**config.mk**
```make
export PLATFORM = sky130hd
export DESIGN_NAME = ebw_hold_ready
export DESIGN_NICKNAME = d
export VERILOG_FILES = /design/src/logic/ebw_pkg.sv /design/src/logic/ebw_hold_ready.sv
export VERILOG_INCLUDE_DIRS = /design/src /design/src/logic
export SDC_FILE = /design/constraint.sdc
export NUM_CORES = 1
export LEC_CHECK = 0
export ABC_AREA = 0
export BUFFER_PORTS_ARGS = -buffer_cell sky130_fd_sc_hd__buf_2
export CORE_UTILIZATION = 54
export CTS_BUF_LIST = sky130_fd_sc_hd__clkbuf_16
export CTS_CLUSTER_DIAMETER = 200
export DETAILED_ROUTE_END_ITERATION = 7
export PLACE_DENSITY_LB_ADDON = 0.08
export SKIP_LAST_GASP = 1
export SLEW_MARGIN = 20
export SYNTH_ARGS = -nofsm -noshare
export SYNTH_HDL_FRONTEND = slang
export SYNTH_SLANG_ARGS = --single-unit
export TNS_END_PERCENT = 1
```
**constraint.sdc**
```tcl
create_clock -name sys_clk -period 8.48 [get_ports sys_clk]
set_clock_uncertainty 0.2 [all_clocks]
set_input_delay 0.424 -clock sys_clk [delete_from_list [all_inputs] [get_ports sys_clk]]
set_output_delay 0.424 -clock sys_clk [all_outputs]
set_load 0.005 [all_outputs]
```
**src/logic/ebw_regs.svh**
```systemverilog
// Register offsets, field positions, reset values and timing counts of the external bus block.
`ifndef EBW_REGS_SVH
`define EBW_REGS_SVH
`define EBW_OFS_TIMING      4'h0
`define EBW_OFS_CTRL        4'h4
`define EBW_OFS_STATUS      4'h8
`define EBW_TIM_LEAD_LSB    0
`define EBW_TIM_ACTIVE_LSB  4
`define EBW_TIM_RDYEN_BIT   8
`define EBW_TIM_RDYSEL_BIT  9
`define EBW_TIM_BUS32_BIT   10
`define EBW_TIM_HALF_BIT    11
`define EBW_CTRL_REFUSE_BIT 0
`define EBW_RST_LEAD        3'h1
`define EBW_RST_ACTIVE      3'h3
`define EBW_RST_RDYEN       1'h0
`define EBW_RST_RDYSEL      1'h0
`define EBW_RST_BUS32       1'h1
`define EBW_RST_HALF        1'h0
`define EBW_RST_REFUSE      1'h0
`define EBW_SYS_CLK_NS      20
`define EBW_XTIM_NS         40
`define EBW_ASYNC_EARLY     4'h2
`endif

```
**src/logic/ebw_pkg.sv**
```systemverilog
// Types shared by the external bus write-ready and hold block.
package ebw_pkg;
	typedef enum logic [4:0] {
		EBW_IDLE  = 5'b00001,
		EBW_ALIGN = 5'b00010,
		EBW_ACC   = 5'b00100,
		EBW_TRAIL = 5'b01000,
		EBW_FLOAT = 5'b10000
	} ebw_state_t;

	typedef struct packed {
		logic        valid;
		logic        we;
		logic [1:0]  zone;
		logic [19:0] addr;
		logic [31:0] wdata;
	} ebw_cpu_req_t;

	typedef struct packed {
		logic [2:0] lead;
		logic [2:0] active;
		logic       rdy_en;
		logic       rdy_async;
		logic       bus32;
		logic       half;
	} ebw_timing_t;

	typedef struct packed {
		logic [19:0] addr;
		logic        addr_oe;
		logic [31:0] data;
		logic        data_oe;
		logic        we_low_n;
		logic        we_high_n;
		logic        rd_n;
		logic        rnw;
		logic [2:0]  zcs_n;
		logic        ctl_oe;
	} ebw_pins_t;
endpackage : ebw_pkg

```
**src/logic/ebw_hold_ready.sv**
```systemverilog
// External bus interface: write ready wait states, alignment and bus hold/grant.
`timescale 1ns/1ns
`include "ebw_regs.svh"

//////////////////////////////////////////////////////////////////////////////////////////
module ebw_hold_ready
	import ebw_pkg::*;
#(
	parameter int TIM_DIV = `EBW_XTIM_NS / `EBW_SYS_CLK_NS
) (
	input  wire logic         sys_clk,
	input  wire logic         resetn,
	input  wire logic [3:0]   avs_address,
	input  wire logic         avs_read,
	input  wire logic         avs_write,
	input  wire logic [31:0]  avs_writedata,
	output logic [31:0]       avs_readdata,
	output logic              avs_waitrequest,
	input  wire ebw_cpu_req_t cpu_req,
	output logic              cpu_wait,
	output logic              cpu_done,
	output logic [31:0]       cpu_rdata,
	input  wire logic         ext_ready,
	input  wire logic         bus_request_n,
	output logic              bus_grant_n,
	output logic              bus_clock_out,
	input  wire logic [31:0]  ext_data_in,
	output ebw_pins_t         ext_pins
);

	localparam int TIM_HALF = TIM_DIV / 2;

	initial begin
		if (TIM_DIV < 2 || TIM_DIV > 255) begin
			$error("TIM_DIV must lie between 2 and 255");
		end
	end

	typedef struct packed {
		logic [7:0]  div;
		logic        bco;
		logic        rdy_s1;
		logic        rdy_s2;
		logic        req_s1;
		logic        req_s2;
		logic        req_lat;
		ebw_state_t  st;
		logic [3:0]  cnt;
		logic        we;
		logic [1:0]  zone;
		logic [31:0] rdata;
		logic        done;
		ebw_timing_t tim;
		logic        refuse;
		logic        ack;
		logic [31:0] rdat;
		ebw_pins_t   pins;
	} ebw_regs_t;

	ebw_regs_t r_ff;
	ebw_regs_t nxt_r;

	//////////////////////////////////////////////////////////////////////////////////////
	// Zone decode turns a zone number into active low selects.
	function automatic logic [2:0] zone_dec(input logic [1:0] z);
		logic [2:0] v;
		v = 3'h7;
		if (z < 2'h3) begin
			v[z] = 1'b0;
		end
		return v;
	endfunction : zone_dec

	function automatic logic [31:0] timing_word(input ebw_timing_t t);
		logic [31:0] w;
		w = 32'h0;
		w[`EBW_TIM_LEAD_LSB +: 3]   = t.lead;
		w[`EBW_TIM_ACTIVE_LSB +: 3] = t.active;
		w[`EBW_TIM_RDYEN_BIT]       = t.rdy_en;
		w[`EBW_TIM_RDYSEL_BIT]      = t.rdy_async;
		w[`EBW_TIM_BUS32_BIT]       = t.bus32;
		w[`EBW_TIM_HALF_BIT]        = t.half;
		return w;
	endfunction : timing_word

	logic       tick;
	logic       start_ok;
	logic [3:0] span;
	logic [3:0] point;
	logic       sample_due;
	logic       hold_want;
	logic       hold_now;
	logic       launch;

	//////////////////////////////////////////////////////////////////////////////////////
	always_comb begin
		nxt_r = r_ff;
		tick = (r_ff.div == 8'(TIM_DIV - 1));
		span = {1'b0, r_ff.tim.lead} + {1'b0, r_ff.tim.active};
		point = span;
		if (r_ff.tim.rdy_async) begin
			point = (span > `EBW_ASYNC_EARLY) ? span - `EBW_ASYNC_EARLY : 4'h1;
		end
		sample_due = (r_ff.cnt + 4'h1) >= point;
		hold_want = ~r_ff.req_lat & ~r_ff.refuse;
		// The tick decides on the request value that it latches, which saves a tick.
		hold_now = ~r_ff.req_s2 & ~r_ff.refuse;
		start_ok = ~r_ff.tim.half | ~r_ff.bco;
		launch = 1'b0;
		nxt_r.done = 1'b0;

		nxt_r.div = tick ? 8'h0 : r_ff.div + 8'h1;
		nxt_r.rdy_s1 = ext_ready;
		nxt_r.rdy_s2 = r_ff.rdy_s1;
		nxt_r.req_s1 = bus_request_n;
		nxt_r.req_s2 = r_ff.req_s1;
		if (r_ff.tim.half) begin
			nxt_r.bco = tick ? ~r_ff.bco : r_ff.bco;
		end else begin
			nxt_r.bco = (nxt_r.div < 8'(TIM_HALF));
		end

		if (tick) begin
			nxt_r.req_lat = r_ff.req_s2;
			case (r_ff.st)
				EBW_IDLE: begin
					if (hold_now) begin
						nxt_r.st = EBW_FLOAT;
					end else if (cpu_req.valid && !r_ff.done) begin
						if (start_ok) begin
							launch = 1'b1;
						end else begin
							nxt_r.st = EBW_ALIGN;
						end
					end
				end
				EBW_ALIGN: begin
					launch = 1'b1;
				end
				EBW_ACC: begin
					nxt_r.cnt = r_ff.cnt + 4'h1;
					if (sample_due && (!r_ff.tim.rdy_en || r_ff.rdy_s2)) begin
						nxt_r.st = EBW_TRAIL;
						nxt_r.rdata = ext_data_in;
					end
				end
				EBW_TRAIL: begin
					nxt_r.st = EBW_IDLE;
					nxt_r.done = 1'b1;
				end
				EBW_FLOAT: begin
					if (!hold_now) begin
						nxt_r.st = EBW_IDLE;
					end
				end
				default: begin
					nxt_r.st = EBW_IDLE;
				end
			endcase
		end

		if (launch) begin
			nxt_r.st = EBW_ACC;
			nxt_r.cnt = 4'h0;
			nxt_r.we = cpu_req.we;
			nxt_r.zone = cpu_req.zone;
			nxt_r.pins.addr = cpu_req.addr;
			nxt_r.pins.data = cpu_req.wdata;
		end

		// Pin drive follows the next state; selects, read and low write strobes idle outside an access.
		nxt_r.pins.ctl_oe = (nxt_r.st != EBW_FLOAT);
		nxt_r.pins.addr_oe = nxt_r.pins.ctl_oe;
		nxt_r.pins.zcs_n = 3'h7;
		nxt_r.pins.we_low_n = 1'b1;
		nxt_r.pins.rd_n = 1'b1;
		nxt_r.pins.rnw = 1'b1;
		nxt_r.pins.data_oe = 1'b0;
		if (nxt_r.st == EBW_ACC || nxt_r.st == EBW_TRAIL) begin
			nxt_r.pins.zcs_n = zone_dec(nxt_r.zone);
			nxt_r.pins.rnw = ~nxt_r.we;
			nxt_r.pins.data_oe = nxt_r.we;
			if (nxt_r.st == EBW_ACC && nxt_r.cnt >= {1'b0, r_ff.tim.lead}) begin
				nxt_r.pins.we_low_n = ~nxt_r.we;
				nxt_r.pins.rd_n = nxt_r.we;
			end
		end
		// Register slave: every access waits exactly one cycle.
		nxt_r.ack = (avs_read | avs_write) & ~r_ff.ack;
		if (avs_write && r_ff.ack) begin
			case (avs_address)
					`EBW_OFS_TIMING: begin
						nxt_r.tim.lead = avs_writedata[`EBW_TIM_LEAD_LSB +: 3];
						nxt_r.tim.active = avs_writedata[`EBW_TIM_ACTIVE_LSB +: 3];
						nxt_r.tim.rdy_en = avs_writedata[`EBW_TIM_RDYEN_BIT];
						nxt_r.tim.rdy_async = avs_writedata[`EBW_TIM_RDYSEL_BIT];
						nxt_r.tim.bus32 = avs_writedata[`EBW_TIM_BUS32_BIT];
						nxt_r.tim.half = avs_writedata[`EBW_TIM_HALF_BIT];
					end
					`EBW_OFS_CTRL: begin
						nxt_r.refuse = avs_writedata[`EBW_CTRL_REFUSE_BIT];
					end
					default: begin
					end
			endcase
		end
		if ((avs_read | avs_write) && !r_ff.ack) begin
			if (avs_write) begin
				nxt_r.rdat = 32'h0;
			end else begin
				case (avs_address)
					`EBW_OFS_TIMING: nxt_r.rdat = timing_word(r_ff.tim);
					`EBW_OFS_CTRL: nxt_r.rdat = {31'h0, r_ff.refuse};
					`EBW_OFS_STATUS: nxt_r.rdat = {28'h0, ~r_ff.req_lat,
						(r_ff.st == EBW_ACC) && r_ff.tim.rdy_en && sample_due,
						(r_ff.st != EBW_IDLE) && (r_ff.st != EBW_FLOAT),
						r_ff.st == EBW_FLOAT};
					default: nxt_r.rdat = 32'h0;
				endcase
			end
		end
		// The high strobe follows the bus width that applies from the next cycle on.
		nxt_r.pins.we_high_n = nxt_r.tim.bus32 ? nxt_r.pins.we_low_n : nxt_r.pins.addr[0];
	end

	//////////////////////////////////////////////////////////////////////////////////////
	always_ff @(posedge sys_clk or negedge resetn) begin
		if (!resetn) begin
			r_ff <= '0;
			r_ff.rdy_s1 <= 1'b1;
			r_ff.rdy_s2 <= 1'b1;
			r_ff.st <= EBW_FLOAT;
			r_ff.tim.lead <= `EBW_RST_LEAD;
			r_ff.tim.active <= `EBW_RST_ACTIVE;
			r_ff.tim.rdy_en <= `EBW_RST_RDYEN;
			r_ff.tim.rdy_async <= `EBW_RST_RDYSEL;
			r_ff.tim.bus32 <= `EBW_RST_BUS32;
			r_ff.tim.half <= `EBW_RST_HALF;
			r_ff.refuse <= `EBW_RST_REFUSE;
			r_ff.pins.zcs_n <= 3'h7;
			r_ff.pins.we_low_n <= 1'b1;
			r_ff.pins.we_high_n <= 1'b1;
			r_ff.pins.rd_n <= 1'b1;
			r_ff.pins.rnw <= 1'b1;
		end else begin
			r_ff <= nxt_r;
		end
	end

	//////////////////////////////////////////////////////////////////////////////////////
	assign avs_waitrequest = (avs_read | avs_write) & ~r_ff.ack;
	assign avs_readdata    = r_ff.rdat;
	assign cpu_wait        = cpu_req.valid & ~r_ff.done;
	assign cpu_done        = r_ff.done;
	assign cpu_rdata       = r_ff.rdata;
	assign bus_grant_n     = (r_ff.st != EBW_FLOAT);
	assign bus_clock_out   = r_ff.bco;
	assign ext_pins        = r_ff.pins;

	logic [7:0] rel_age;
	always_ff @(posedge sys_clk or negedge resetn) begin
		if (!resetn) begin
			rel_age <= 8'h0;
		end else if (r_ff.st == EBW_FLOAT && !hold_want) begin
			rel_age <= rel_age + 8'h1;
		end else begin
			rel_age <= 8'h0;
		end
	end
endmodule : ebw_hold_ready

```
==> impl_metrics.tcl <==
set metrics [dict create \
    cts.sinks 143 \
    p_int_mw 1.82 \
    cts-buffers-inserted 17 \
    grt_overflow 0 \
    holdCritPathClass "in2reg" \
    p_per_area_mw_per_mm2 316 \
    cts.path.max_buffers 2 \
    peakVddDrop_mv 0.162 \
    min_period_over_period_pct 52.1 \
    yosysWarnings 0 \
    power.switching_mw 0.895 \
    setup_ws_ps 4060 \
    clkPwrFrac_pct 26.8 \
    h-tree-depth 4 \
    cts_tree "built" \
    synth_edf_count 0 \
    area_delta_synth_final_pct 19.8 \
    post_cts_buffers 0 \
    fmax_mhz 226 \
    post-route-drc-count 0 \
    chipWidth_um 117 \
    min_period_ps 4420 \
    r2r_end "ext_pins[0]$_DFF_PN0_" \
    vias 5286 \
    pwr-share-seq_pct 39.6 \
    worstReg2RegStart "r_ff[103]$_DFFE_PN1P_" \
    rsz0062_at_grt "no" \
    leakage_nw 4.52 \
    hold_viol_final 0 \
    drive_gt1_share_pct 36.7 \
    critPathCapture "ext_pins[0]$_DFF_PN0_" \
    finalSetupViolations 0 \
    avgSynthCellArea_um2 10.1 \
    swShare_pct 33.0 \
    grt_pass1_vias 5064 \
    synth_top_area_share_pct 45.0 \
    end_kind "register" \
    portBuffers 217 \
    dieArea_mm2 0.0138 \
    nFillCells 1005 \
    synth-seq-area-share_pct 50.1 \
    yosys.area.top_type "dfrtp_1" \
    routed_wl_um 15500 \
    synthTopCellsByArea "dfrtp_1 45%, buf_4 13%, nand2_1 9.7%" \
    cp_data_arrival_time_ps 4500 \
    fp-row-count 41 \
    ys_seq_elements 143 \
    initial_core_util_pct 56.2 \
    crit_required_ps 8560 \
    tightestPinTransition_ps 861 \
    antenna_cells 0 \
    multiInputGateArea_mm2 0.00256 \
    regArea_mm2 0.00360 \
    clk_latency_ps 420 \
    status "finished, final reports clean" \
    root_buffer "clkbuf_16" \
    path_class "reg2reg" \
    critical_path_peak_fanout 33 \
    synth_area_mm2 0.00717 \
    core_area_mm2 0.0128 \
    yosys_most_used_dff "dfrtp_1" \
    path_clk_slew_ps 60 \
    r2r_slack_ps 4060 \
    grt_use_total_pct 23.0 \
    reg2regPathDepth 14 \
    setup_tns_ps 0 \
    wl_per_cell_um 14.8 \
    drtPass1Iterations 5 \
    nets 1007 \
    critPathLaunch "r_ff[103]$_DFFE_PN1P_" \
    drtIter0Drc 272 \
    detail-route-antenna-nets 0 \
    ys_types 63 \
    hpwlAfterDp_um 10600 \
    grt_pass1_wl_um 24100 \
    drv_slew 0 \
    syn_inst 707 \
    place_ws_ps 4070 \
    critPathLaunchType "register" \
    max_slew_margin_pct 42.6 \
    ios 261 \
    antenna_found_initial 0 \
    die_h_um 117 \
    place.gp.congestion 0.871 \
    pwr-share-comb_pct 33.5 \
    vias_per_cell 5.05 \
    grt_max_degree 99 \
    synthArstFlopShare_pct 100 \
    maxCapViolations 0 \
]
-- how the worst min path moves through the flow --
stage	from	end	slack, ps	depth (start not counted)
after floorplan	resetn	avs_readdata[0]$_DFFE_PN0P_	-70	0
after global placement	nxt_r[152]$_DFF_PN0_	r_ff[152]$_DFF_PN0_	140	0
after detailed placement	nxt_r[152]$_DFF_PN0_	r_ff[152]$_DFF_PN0_	140	0
after CTS	cpu_req[43]	ext_pins[53]$_DFFE_PN0P_	0.8	3
after global routing	cpu_req[43]	ext_pins[53]$_DFFE_PN0P_	6	3
final	cpu_req[43]	ext_pins[53]$_DFFE_PN0P_	3	3
-- power groups by stage --
stage          Combinational (mW)  Clock, mW  Sequential [mW]
2_1_floorplan               0.839          0             1.03
3_3_place_gp                0.865          0             1.07
3_5_place_dp                0.898          0             1.08
4_1_cts                     0.916      0.741             1.07
5_1_grt                      1.03      0.777             1.11
6_report                    0.910      0.728             1.08
-- stage by stage --
stage	cell area, um^2	power [mW]	utilization, %	hold WS, ps	cells
floorplan	7250	1.87	-	-71.6	727
global placement	7530	1.93	59.0	143	968
detailed placement	7530	1.98	59.0	138	968
CTS	8580	2.73	67.2	0.751	1047
global route	8590	2.92	67.3	5.95	1047
finish	8590	2.71	67.3	3.01	1047
-- final cells by class --
type,instances,share of cell area (%)
Multi-Input combinational cell,420,29.9
Clock inverter,15,1.82
Timing Repair Buffer,267,18.5
Inverter,13,0.568
Clock buffer,17,4.95
Sequential cell,143,41.9
Tap cell,172,2.50
-- synth_stat cells, types with 3 or more instances --
master,number
a21o_1,3
a21oi_1,8
a22o_1,10
a31oi_1,4
and3_1,4
buf_2,9
buf_4,126
clkbuf_1,14
dfrtp_1,129
dfstp_2,14
ha_1,14
inv_1,13
mux2_2,40
nand2_1,185
nand2b_1,7
nand3_1,13
nand4_1,5
nand4b_1,3
nor2_1,16
nor2b_1,5
nor4_1,3
o2111ai_1,4
o211ai_1,4
o21ai_0,13
o31ai_1,3
xnor2_1,8
xor2_1,5
-- worst max-delay path, cell delays in order (launching register included) --
cell and delay, ps:
dfstp_2 570, ha_1 180, inv_1 60, fa_1 380, xor2_1 330, ha_1 230, nand2_1 60, a21oi_1 110
a21oi_1 90, ha_1 250, a2111oi_2 530, nor4_4 90, buf_4 270, o22a_1 370, or4_4 570
-- timing repair --
item,CTS,global route
endpoints found under the hold margin,136,0
hold buffers,47,0
gates resized for setup,0,0
-- cells in the final DEF (no fill, tap or decap), types with 4 or more instances in the layout --
cell type | netlist | final
buf_2 | 9 | 216
nand2_1 | 185 | 184
dfrtp_1 | 129 | 129
dlygate4sd3_1 | 0 | 47
mux2_2 | 40 | 40
conb_1 | 1 | 21
clkbuf_16 | 0 | 17
inv_1 | 13 | 16
nor2_1 | 16 | 15
ha_1 | 14 | 14
dfstp_2 | 14 | 14
nand3_1 | 13 | 13
o21ai_0 | 13 | 13
a22o_1 | 10 | 10
xnor2_1 | 8 | 8
a21oi_1 | 8 | 8
nand2b_1 | 7 | 7
nor2b_1 | 5 | 5
nand4_1 | 5 | 5
xor2_1 | 5 | 5
and3_1 | 4 | 4
o211ai_1 | 4 | 4
a31oi_1 | 4 | 4
o2111ai_1 | 4 | 4
-- flip-flops by register name, indices dropped and copies added, names as in the netlist --
register / count
bus_clock_out: 1
avs_readdata: 11
ext_pins: 61
cpu_done: 1
nxt_r: 2
cpu_rdata: 32
r_ff: 35
-- per-layer routing --
layer / track usage, % / part of all wire [%]
met5: 0 / 0
met4: 11.1 / 2.8
met3: 7.88 / 8.1
met2: 37.1 / 48
met1: 27.7 / 41
-- logic make-up after synthesis --
group,after synthesis,share of synthesized area [%]
and+or+nand+nor,262,16.7
buffers and inverters,164,15.4
DFF,143,50.1
AOI/OAI and AO/OA,69,7.13
muxes,40,6.28
adders and majority gates,15,2.72
xor gates and xnor gates,13,1.59
other,1,0.0523
(Power assumes the default switching activity.)
